### config.mk
export PLATFORM = sky130hd
export DESIGN_NAME = display_power_control_regs
export DESIGN_NICKNAME = d
export VERILOG_FILES = /design/src/logic/display_power_pkg.sv /design/src/logic/display_power_control_regs.sv
export SDC_FILE = /design/constraint.sdc
export NUM_CORES = 1
export LEC_CHECK = 0
export BUFFER_PORTS_ARGS = -buffer_cell sky130_fd_sc_hd__buf_4
export CAP_MARGIN = 20
export CORE_MARGIN = 1.5
export CORE_UTILIZATION = 47
export CTS_CLUSTER_DIAMETER = 50
export DETAILED_ROUTE_END_ITERATION = 6
export PLACE_DENSITY = 0.79
export SYNTH_ARGS = -nofsm -noshare
export SYNTH_HDL_FRONTEND = slang
export SYNTH_SLANG_ARGS = --single-unit
### constraint.sdc
create_clock -name CLK -period 1.42 [get_ports CLK]
set_clock_uncertainty 0.15 [all_clocks]
set_input_delay 0 -clock CLK [delete_from_list [all_inputs] [get_ports CLK]]
set_output_delay 0 -clock CLK [all_outputs]
set_load 0.1 [all_outputs]
### src/logic/display_power_pkg.sv
// Package for the display supply and core regulator control register bank.
// Assumes a 16-bit address space with registers at their printed byte offsets.
package display_power_pkg;

    // Register addresses
    localparam logic [15:0] ADDR_BOOSTER_CLOCK = 16'h5072;
    localparam logic [15:0] ADDR_CORE_REG = 16'h5120;
    localparam logic [15:0] ADDR_SUPPLY0 = 16'h5600;
    localparam logic [15:0] ADDR_SUPPLY1 = 16'h5602;

    // Booster clock register fields
    localparam int BIT_BOOSTER_CLOCK_GATE = 0;

    // Core regulator register fields
    localparam int BIT_CORE_HEAVY_LOAD = 5;

    // Display supply register 0 fields
    localparam int BIT_DOUBLER_BYPASS = 9;
    localparam int BIT_DOUBLER_ENABLE = 8;
    localparam int REF_CONTRAST_LSB = 4;
    localparam int REF_CONTRAST_MSB = 7;
    localparam int BIT_REF_HEAVY_LOAD = 2;
    localparam int BIT_REF_SELECT = 1;
    localparam int BIT_REF_ENABLE = 0;

    // Display supply register 1 fields
    localparam int HV_CONTRAST_LSB = 12;
    localparam int HV_CONTRAST_MSB = 15;
    localparam int RANGE_LSB = 10;
    localparam int RANGE_MSB = 11;
    localparam int BIT_HV_HEAVY_LOAD = 9;
    localparam int BIT_HV_ENABLE = 8;
    localparam int BIT_BOOSTER_PULLDOWN = 1;
    localparam int BIT_BOOSTER_ENABLE = 0;

    // Width of every register word
    localparam int REG_W = 16;

    // Reset values
    localparam logic RST_BIT = 1'b0;
    localparam logic [3:0] RST_REF_CONTRAST = 4'h7;
    localparam logic [3:0] RST_HV_CONTRAST = 4'h5;
    localparam logic [15:0] RST_WORD = 16'h0000;

    // Drive range codes
    localparam logic [1:0] RANGE_15V = 2'h0;
    localparam logic [1:0] RANGE_12V = 2'h1;
    localparam logic [1:0] RANGE_9V = 2'h2;
    localparam logic [1:0] RANGE_RESERVED = 2'h3;

endpackage

### src/logic/display_power_control_regs.sv
// Control register bank for the display supply regulators and core regulator.
// Assumes a single-clock plain register port; read data appear one cycle after
// the read strobe. Outputs are levels that steer analog cells and a clock gate.
//
// Functional notes
// - Booster clock gate resets to 0; when 1 the divided clock reaches the booster.
// - Core register bit 5, reset 0, puts core and oscillator regulators in protection.
// - Supply register 0 bit 9 requests doubler bypass short, reset 0.
// - Bypass short output is on only when bypass bit is 1 and doubler off.
// - Supply register 0 bit 8 enables the doubler, reset 0.
// - Supply register 0 bits 7..4 hold reference contrast, reset 0x7.
// - Supply register 0 bit 2 puts the reference regulator in protection, reset 0.
// - Supply register 0 bit 1 selects lower (0) or higher (1) reference, reset 0.
// - Supply register 0 bit 0 enables the reference regulator, reset 0.
// - Supply register 1 bits 15..12 hold high-voltage contrast, reset 0x5.
// - Supply register 1 bits 11..10 select drive range 15/12/9 V, reset 0.
// - Supply register 1 bit 9 puts the high-voltage regulator in protection.
// - Supply register 1 bit 8 enables the high-voltage regulator, reset 0.
// - Supply register 1 bit 0 enables booster, bit 1 pulls its output down.
//
// Added by the designer: the address-and-strobe port.
`timescale 1ns/1ps
`default_nettype none

module display_power_control_regs
    import display_power_pkg::*;
#(
    parameter int ADDR_W = 16,
    parameter int DATA_W = 16
) (
    input wire logic CLK,
    input wire logic RST_N,
    input wire logic [ADDR_W-1:0] ADDR,
    input wire logic [DATA_W-1:0] WDATA,
    input wire logic WR,
    input wire logic RD,
    output logic [DATA_W-1:0] RDATA,
    output logic BOOSTER_CLOCK_GATE,
    output logic CORE_HEAVY_LOAD_PROTECT,
    output logic DOUBLER_BYPASS_SHORT,
    output logic DOUBLER_ENABLE,
    output logic [3:0] REFERENCE_CONTRAST_LEVEL,
    output logic REFERENCE_HEAVY_LOAD_PROTECT,
    output logic REFERENCE_LEVEL_SELECT,
    output logic REFERENCE_REGULATOR_ENABLE,
    output logic [3:0] HIGH_VOLTAGE_CONTRAST_LEVEL,
    output logic [1:0] DRIVE_RANGE_SELECT,
    output logic HIGH_VOLTAGE_HEAVY_LOAD_PROTECT,
    output logic HIGH_VOLTAGE_REGULATOR_ENABLE,
    output logic BOOSTER_PULLDOWN,
    output logic BOOSTER_ENABLE
);

    if (ADDR_W < REG_W) begin : g_addr_check
        $error("ADDR_W must be at least 16");
    end
    if (DATA_W < REG_W) begin : g_data_check
        $error("DATA_W must be at least 16");
    end

    typedef struct packed {
        logic booster_clock_gate;
        logic core_heavy_load_protect;
        logic doubler_bypass_short;
        logic doubler_enable;
        logic [3:0] reference_contrast_level;
        logic reference_heavy_load_protect;
        logic reference_level_select;
        logic reference_regulator_enable;
        logic [3:0] high_voltage_contrast_level;
        logic [1:0] drive_range_select;
        logic high_voltage_heavy_load_protect;
        logic high_voltage_regulator_enable;
        logic booster_pulldown;
        logic booster_enable;
        logic bypass_active;
        logic [DATA_W-1:0] rdata;
    } state_t;

    localparam state_t ST_RESET = '{
        booster_clock_gate: RST_BIT,
        core_heavy_load_protect: RST_BIT,
        doubler_bypass_short: RST_BIT,
        doubler_enable: RST_BIT,
        reference_contrast_level: RST_REF_CONTRAST,
        reference_heavy_load_protect: RST_BIT,
        reference_level_select: RST_BIT,
        reference_regulator_enable: RST_BIT,
        high_voltage_contrast_level: RST_HV_CONTRAST,
        drive_range_select: RANGE_15V,
        high_voltage_heavy_load_protect: RST_BIT,
        high_voltage_regulator_enable: RST_BIT,
        booster_pulldown: RST_BIT,
        booster_enable: RST_BIT,
        bypass_active: RST_BIT,
        rdata: '0
    };

    state_t st_ff;
    state_t nxt_st;

    // True when the bus address selects the given register
    function automatic logic addr_hit(input logic [ADDR_W-1:0] a, input logic [15:0] reg_addr);
        addr_hit = (a == ADDR_W'(reg_addr));
    endfunction

    // Read-back word; unlisted bits stay zero
    function automatic logic [REG_W-1:0] read_word(input logic [ADDR_W-1:0] a,
                                                   input state_t s);
        logic [REG_W-1:0] w;
        w = RST_WORD;
        if (addr_hit(a, ADDR_BOOSTER_CLOCK)) begin
            w[BIT_BOOSTER_CLOCK_GATE] = s.booster_clock_gate;
        end else if (addr_hit(a, ADDR_CORE_REG)) begin
            w[BIT_CORE_HEAVY_LOAD] = s.core_heavy_load_protect;
        end else if (addr_hit(a, ADDR_SUPPLY0)) begin
            w[BIT_DOUBLER_BYPASS] = s.doubler_bypass_short;
            w[BIT_DOUBLER_ENABLE] = s.doubler_enable;
            w[REF_CONTRAST_MSB:REF_CONTRAST_LSB] = s.reference_contrast_level;
            w[BIT_REF_HEAVY_LOAD] = s.reference_heavy_load_protect;
            w[BIT_REF_SELECT] = s.reference_level_select;
            w[BIT_REF_ENABLE] = s.reference_regulator_enable;
        end else if (addr_hit(a, ADDR_SUPPLY1)) begin
            w[HV_CONTRAST_MSB:HV_CONTRAST_LSB] = s.high_voltage_contrast_level;
            w[RANGE_MSB:RANGE_LSB] = s.drive_range_select;
            w[BIT_HV_HEAVY_LOAD] = s.high_voltage_heavy_load_protect;
            w[BIT_HV_ENABLE] = s.high_voltage_regulator_enable;
            w[BIT_BOOSTER_PULLDOWN] = s.booster_pulldown;
            w[BIT_BOOSTER_ENABLE] = s.booster_enable;
        end
        read_word = w;
    endfunction

    always_comb begin
        nxt_st = st_ff;
        nxt_st.rdata = '0;
        if (WR && addr_hit(ADDR, ADDR_BOOSTER_CLOCK)) begin
            nxt_st.booster_clock_gate = WDATA[BIT_BOOSTER_CLOCK_GATE];
        end
        if (WR && addr_hit(ADDR, ADDR_CORE_REG)) begin
            nxt_st.core_heavy_load_protect = WDATA[BIT_CORE_HEAVY_LOAD];
        end
        if (WR && addr_hit(ADDR, ADDR_SUPPLY0)) begin
            nxt_st.doubler_bypass_short = WDATA[BIT_DOUBLER_BYPASS];
            nxt_st.doubler_enable = WDATA[BIT_DOUBLER_ENABLE];
            nxt_st.reference_contrast_level = WDATA[REF_CONTRAST_MSB:REF_CONTRAST_LSB];
            nxt_st.reference_heavy_load_protect = WDATA[BIT_REF_HEAVY_LOAD];
            nxt_st.reference_level_select = WDATA[BIT_REF_SELECT];
            nxt_st.reference_regulator_enable = WDATA[BIT_REF_ENABLE];
        end
        if (WR && addr_hit(ADDR, ADDR_SUPPLY1)) begin
            nxt_st.high_voltage_contrast_level = WDATA[HV_CONTRAST_MSB:HV_CONTRAST_LSB];
            nxt_st.drive_range_select = WDATA[RANGE_MSB:RANGE_LSB];
            nxt_st.high_voltage_heavy_load_protect = WDATA[BIT_HV_HEAVY_LOAD];
            nxt_st.high_voltage_regulator_enable = WDATA[BIT_HV_ENABLE];
            nxt_st.booster_pulldown = WDATA[BIT_BOOSTER_PULLDOWN];
            nxt_st.booster_enable = WDATA[BIT_BOOSTER_ENABLE];
        end
        // Running doubler overrides the bypass request
        nxt_st.bypass_active = nxt_st.doubler_bypass_short && !nxt_st.doubler_enable;
        if (RD) begin
            nxt_st.rdata = DATA_W'(read_word(ADDR, st_ff));
        end
    end

    always_ff @(posedge CLK) begin
        if (!RST_N) begin
            st_ff <= ST_RESET;
        end else begin
            st_ff <= nxt_st;
        end
    end

    assign RDATA = st_ff.rdata;
    assign BOOSTER_CLOCK_GATE = st_ff.booster_clock_gate;
    assign CORE_HEAVY_LOAD_PROTECT = st_ff.core_heavy_load_protect;
    assign DOUBLER_BYPASS_SHORT = st_ff.bypass_active;
    assign DOUBLER_ENABLE = st_ff.doubler_enable;
    assign REFERENCE_CONTRAST_LEVEL = st_ff.reference_contrast_level;
    assign REFERENCE_HEAVY_LOAD_PROTECT = st_ff.reference_heavy_load_protect;
    assign REFERENCE_LEVEL_SELECT = st_ff.reference_level_select;
    assign REFERENCE_REGULATOR_ENABLE = st_ff.reference_regulator_enable;
    assign HIGH_VOLTAGE_CONTRAST_LEVEL = st_ff.high_voltage_contrast_level;
    assign DRIVE_RANGE_SELECT = st_ff.drive_range_select;
    assign HIGH_VOLTAGE_HEAVY_LOAD_PROTECT = st_ff.high_voltage_heavy_load_protect;
    assign HIGH_VOLTAGE_REGULATOR_ENABLE = st_ff.high_voltage_regulator_enable;
    assign BOOSTER_PULLDOWN = st_ff.booster_pulldown;
    assign BOOSTER_ENABLE = st_ff.booster_enable;
endmodule

`default_nettype wire

==> impl_metrics.toml, run 1 <==
[setup_path]
startpoint_type = "input port"
critical_path_class = "in -> reg"
worstPathRequired_ps = 1460
arrival_ps = 1330
end_kind = "register"
path_max_fanout = 13

[placed_design]
dp_hpwl_um = 2785
port_buffers = 70
placed_cells = 275
gp_congestion = 0.7636
place_ws_ps = -76.05
placed_area_um2 = 2197

[drt]
drcViolationCount = 0
first_pass_iters = 5
detail-route-antenna-nets = 0
drtIter0Drc = 75
wl_per_cell_um = 13.78
vias = 1557
wl_um = 4231
via_per_inst = 5.072

[cells_and_area]
multi_input_area_um2 = 783.3
fillers = 257
drive_above_1_share_pct = 39.46
final_cell_area_um2 = 2559
area_growth_pct = 47.02
register_area_um2 = 747.0
antenna_cells = 0
layoutNonFillerInstCount = 307
fin_nets = 296

[grt]
grt_pass1_wl_um = 6851
first_global_vias = 1496
antenna_found_initial = 0
grt_overflow = 0
grt_max_degree = 24
grt.total_usage_pct = 21.40

[yosys]
yosysSeqAreaShare_pct = 42.56
synthTopCellsByArea = "dfxtp_1, mux2i_1, buf_4"
yosys_most_used_dff = "dfxtp_1"
syn_area_per_cell_um2 = 9.510
async_flop_share_pct = 0
synth.most_common_cell = "dfxtp_1"
synth_top_area_share_pct = 42.56
ys_types = 34
syn_area_um2 = 1740
synth_largest_area_cell = "dfxtp_1"
synthesis.nets = 219
synth_edf_count = 0
ys_ff_latch = 37
yosys-top-cells-count = "dfxtp_1, nand2_1, buf_4, mux2i_1, nand3_1"
syn_inst = 183
yosysWarnings = 0

[cts]
cts_made_buffers = 5
cts_tree = "built"
root_buffer = "clkbuf_8"
path_clk_slew_ps = 70
clock_sinks = 37
clock_path_buffers = 2
cts_htree_levels = 2
clk_latency_ps = 280

[timing]
fmax_mhz = 773.3
finalHoldViolCount = 0
period_needed_ps = 1293
grt_setup_unrepaired = "false"
tns_ps = 0
setup_violations = 0
post-route-period-util_pct = 91.06
setup_slack_ps = 126.9
maxSlewViolCount = 0

[floorplanning]
die_x_um = 63.85
die_h_um = 63.85
die_area_um2 = 4077
core-area_um2 = 3442
start_util_pct = 50.56
fp-row-count = 21
ios = 73

[power]
power_w = 0.002191
power_density_nw_per_um2 = 856.2
peakVddDrop_mv = 0.6176
leakage_nw = 1.102

[flow_run]
drv_cap = 0

[worst_hold_path]
min_path_type = "in -> reg"

[outcome]
status = "finished, final reports clean"
[final cells by class]
class / instances / area share (%)
repair buffers: 102 / 33.25
multi-input cells: 113 / 30.61
flip-flops and latches: 37 / 29.19
clock buffers: 7 / 3.374
well taps: 46 / 2.249
clock inverters: 1 / 1.174
inverters: 1 / 0.1467
[cells in the final DEF, fill, tap and decap left out, types with 2 or more instances in the layout]
master | netlist | routed
nor2_1 | 7 | 7
and4_2 | 2 | 2
buf_12 | 0 | 2
dlygate4sd3_1 | 0 | 24
nand2_1 | 28 | 28
dfxtp_1 | 37 | 32
buf_4 | 26 | 76
dfxtp_2 | 0 | 5
and2_1 | 5 | 5
o31ai_1 | 5 | 5
nand3_1 | 10 | 10
nand4_1 | 7 | 7
mux2i_1 | 20 | 20
clkbuf_8 | 0 | 6
nand3b_1 | 2 | 2
nor2_4 | 2 | 2
and3_1 | 6 | 6
[cell families (layout without fill, tap and decap cells)]
group           Yosys count  count (layout)  synth area share, %
other cells               1               1               0.2155
simple gates             83              83                28.83
mux                      20              20                11.50
compound gates            9               9                4.170
flops                    37              37                42.56
buf+inv                  33             111                12.72
[flip-flops by register name, summed over array words and instances, names as in the netlist, 2 cells and up]
| name | cells |
|---|---|
| DRIVE_RANGE_SELECT | 2 |
| RDATA | 15 |
| HIGH_VOLTAGE_CONTRAST_LEVEL | 4 |
| REFERENCE_CONTRAST_LEVEL | 4 |
[worst max-delay path, cell delays in order]
cell and delay, ps:
dlygate4sd3_1 530, buf_4 190, nand2_1 140, or2_1 320
o32ai_1 150
[path summary, 6_finish.rpt]
kind / from / end / slack [ps] / depth (start not counted)
worst min-delay path: ADDR[13] / HIGH_VOLTAGE_CONTRAST_LEVEL[0] / 30 / 4
worst max register to register: CORE_HEAVY_LOAD_PROTECT / CORE_HEAVY_LOAD_PROTECT / 450 / 2
worst max-delay path: RST_N / RDATA[0] / 130 / 5
worst min register to register: REFERENCE_REGULATOR_ENABLE / REFERENCE_REGULATOR_ENABLE / 310 / 2
[metal layers]
layer	global-route usage (%)	routed length, um
met2	35.29	2013
met5	0	0
met3	4.930	210
met1	26.67	1895
met4	8.967	112
[timing repair]
action / in CTS / in global routing
setup buffers: 0 / 0
gates resized for setup: 0 / 1
hold buffers: 24 / 0
endpoints found under the setup margin: 0 / 1
endpoints found under the hold margin: 32 / 0
[per-stage QoR]
stage / hold WS (ps) / util, %
after global placement: 105.5 / 63.83
after detailed placement: 104.7 / 63.83
after CTS: 10.24 / 74.19
after global routing: 26.75 / 74.34
final: 27.85 / 74.34
after floorplan: -7.900 / -
[report_power, final]
part	internal, W	switching, W	total [W]
sequential	0.00104	0.00000000492	0.00104
combinational	0.000132	0.000103	0.000235
clock	0.000572	0.000347	0.000919
total	0.00174	0.000450	0.00219
Note: power is estimated with default switching activity, not from simulation.
==> run 2: changes to the inputs <==
- CORE_UTILIZATION: 47 -> 51
- PLACE_DENSITY: 0.79 -> 0.84
- SLEW_MARGIN: not set -> 0
- clock period: 1.42 -> 1.5 ns (I/O delays scaled with it)
==> impl_metrics.toml, run 2 (synthesis gave the netlist of run 1 again) <==
[outcome]
status = "complete, but fails checks"
violations = "negative hold slack"

[timing]
tns_ps = 0
period_needed_ps = 1446
timing.slew.headroom_pct = 66.59
post-route-period-util_pct = 96.42
worst_pin_slew_ps = 499.5
setup_slack_ps = 53.78
maxSlewViolCount = 0
setup_violations = 0
finalHoldViolCount = 1
whs_ps = -6.836
fmax_mhz = 691.5
grt_setup_unrepaired = "false"

[setup_path]
worstPathRequired_ps = 1580
path_max_fanout = 5
r2r_end = "BOOSTER_CLOCK_GATE"
r2r_setup_slack_ps = 240
crit_chain = "buf_4 -> dlygate4sd3_1 -> or3b_4 -> o31ai_2 -> nand3_1"
crit_family = "buffers and inverters"
slowest_stage = "dlygate4sd3_1"
cp-startpoint = "ADDR[13]"
r2r-start = "BOOSTER_CLOCK_GATE"
critical_path_class = "in -> reg"
reg2reg_depth = 3
endpoint = "HIGH_VOLTAGE_CONTRAST_LEVEL[2]"
cp.depth = 5
arrival_ps = 1520
end_kind = "register"
max_stage_delay_ps = 570
startpoint_type = "input port"
worst-path-buf-inv = 2

[cells_and_area]
fin_nets = 298
final_cell_area_um2 = 2515
mostFrequentLayoutCells = "buf_4, dfxtp_1, nand2_1, dlygate4sd3_1, mux2i_1"
final_common_cell = "buf_4"
antenna_cells = 0
drive_above_1_share_pct = 38.02
fillers = 262
largest_reg_flops = 15
area_growth_pct = 44.50

[drt]
drcViolationCount = 0
dr_wl_met3_um = 211
wl_um = 4282
dr_wl_met2_um = 2225
maxUsedRoutingLayer = "met4"
via_per_inst = 5.010
wl_met1_um = 1788
vias = 1548
drtIter0Drc = 57
wl_per_cell_um = 13.86
detail-route-antenna-nets = 0
first_pass_iters = 4

[cts]
clk_latency_ps = 350
cts_made_buffers = 5
cts_tree = "built"
root_buffer = "clkbuf_4"
path_clk_slew_ps = 120
clock_sinks = 37
cts_htree_levels = 2
clock_path_buffers = 2

[grt]
grt_max_degree = 23
antenna_found_initial = 0
grt.total_usage_pct = 23.85
grt_pass1_wl_um = 6486
grt_overflow = 0
first_global_vias = 1432

[power]
power_density_nw_per_um2 = 678.5
leakage_nw = 1.089
peakVddDrop_mv = 0.4480

[floorplanning]
fp-row-count = 21
die_area_um2 = 3772
die_x_um = 61.42
core-area_um2 = 3311
ios = 73
start_util_pct = 52.57
die_h_um = 61.42

[flow_run]
drv_cap = 0

[worst_hold_path]
min_path_type = "in -> reg"

[placed_design]
placed_area_um2 = 2158
gp_congestion = 0.7590
dp_hpwl_um = 2736
place_ws_ps = -16.44
port_buffers = 70
-- run 2: per-stage QoR --
stage                     cells  total power, W  util (%)  hold slack (ps)
after floorplan             183        0.001074         -           -7.900
after global placement      272        0.001163     65.19            105.2
after detailed placement    272        0.001165     65.19            109.2
after CTS                   308        0.001699     75.21          -0.3706
after global routing        309        0.001784     75.96            16.63
final                       309        0.001706     75.96           -6.836
-- run 2: timing repair --
item / in CTS / in global routing
hold buffers: 28 / 0
endpoints found under the hold margin: 33 / 0
resized for setup: 0 / 4
setup buffers: 0 / 1
setup endpoints to repair: 0 / 7
-- run 2: layer usage --
metal  global-route usage [%]  vias to the layer above
met1                    28.33                      716
met4                    9.422                        0
met3                    6.092                        9
li1                         -                      771
met2                    41.19                       52
met5                        0                        -
-- run 2: worst reg2reg max path, delay by kind of cell, from the launching register on --
family | cells | cell delay (ps)
buf+inv | 1 | 550
mux | 1 | 100
simple gates | 1 | 50
flops | 1 | 360
-- run 2: power by group --
group | leakage [nW] | switching, W | internal (W)
Combinational | 0.758 | 0.0000960 | 0.000126
Clock | 0.0320 | 0.000324 | 0.000178
Sequential | 0.299 | 0.00000000484 | 0.000982
-- run 2: final cells by class --
cell class              count  area, um2  area share (%)
flip-flops and latches     37      743.2           29.55
multi-input cells         113      795.8           31.64
clock inverters             2      10.01          0.3980
inverters                   1      3.754          0.1493
well taps                  46      57.56           2.289
repair buffers            104      863.3           34.33
clock buffers               6      41.29           1.642
-- run 2: worst min-delay path by stage --
stage / to / from / cells past startpoint
CTS: REFERENCE_CONTRAST_LEVEL[3] / ADDR[3] / 5
finish: RDATA[0] / ADDR[8] / 4
global route: RDATA[0] / ADDR[8] / 4
floorplan: REFERENCE_CONTRAST_LEVEL[3] / WDATA[7] / 2
detailed placement: REFERENCE_CONTRAST_LEVEL[0] / WDATA[4] / 3
global placement: REFERENCE_CONTRAST_LEVEL[2] / WDATA[6] / 3
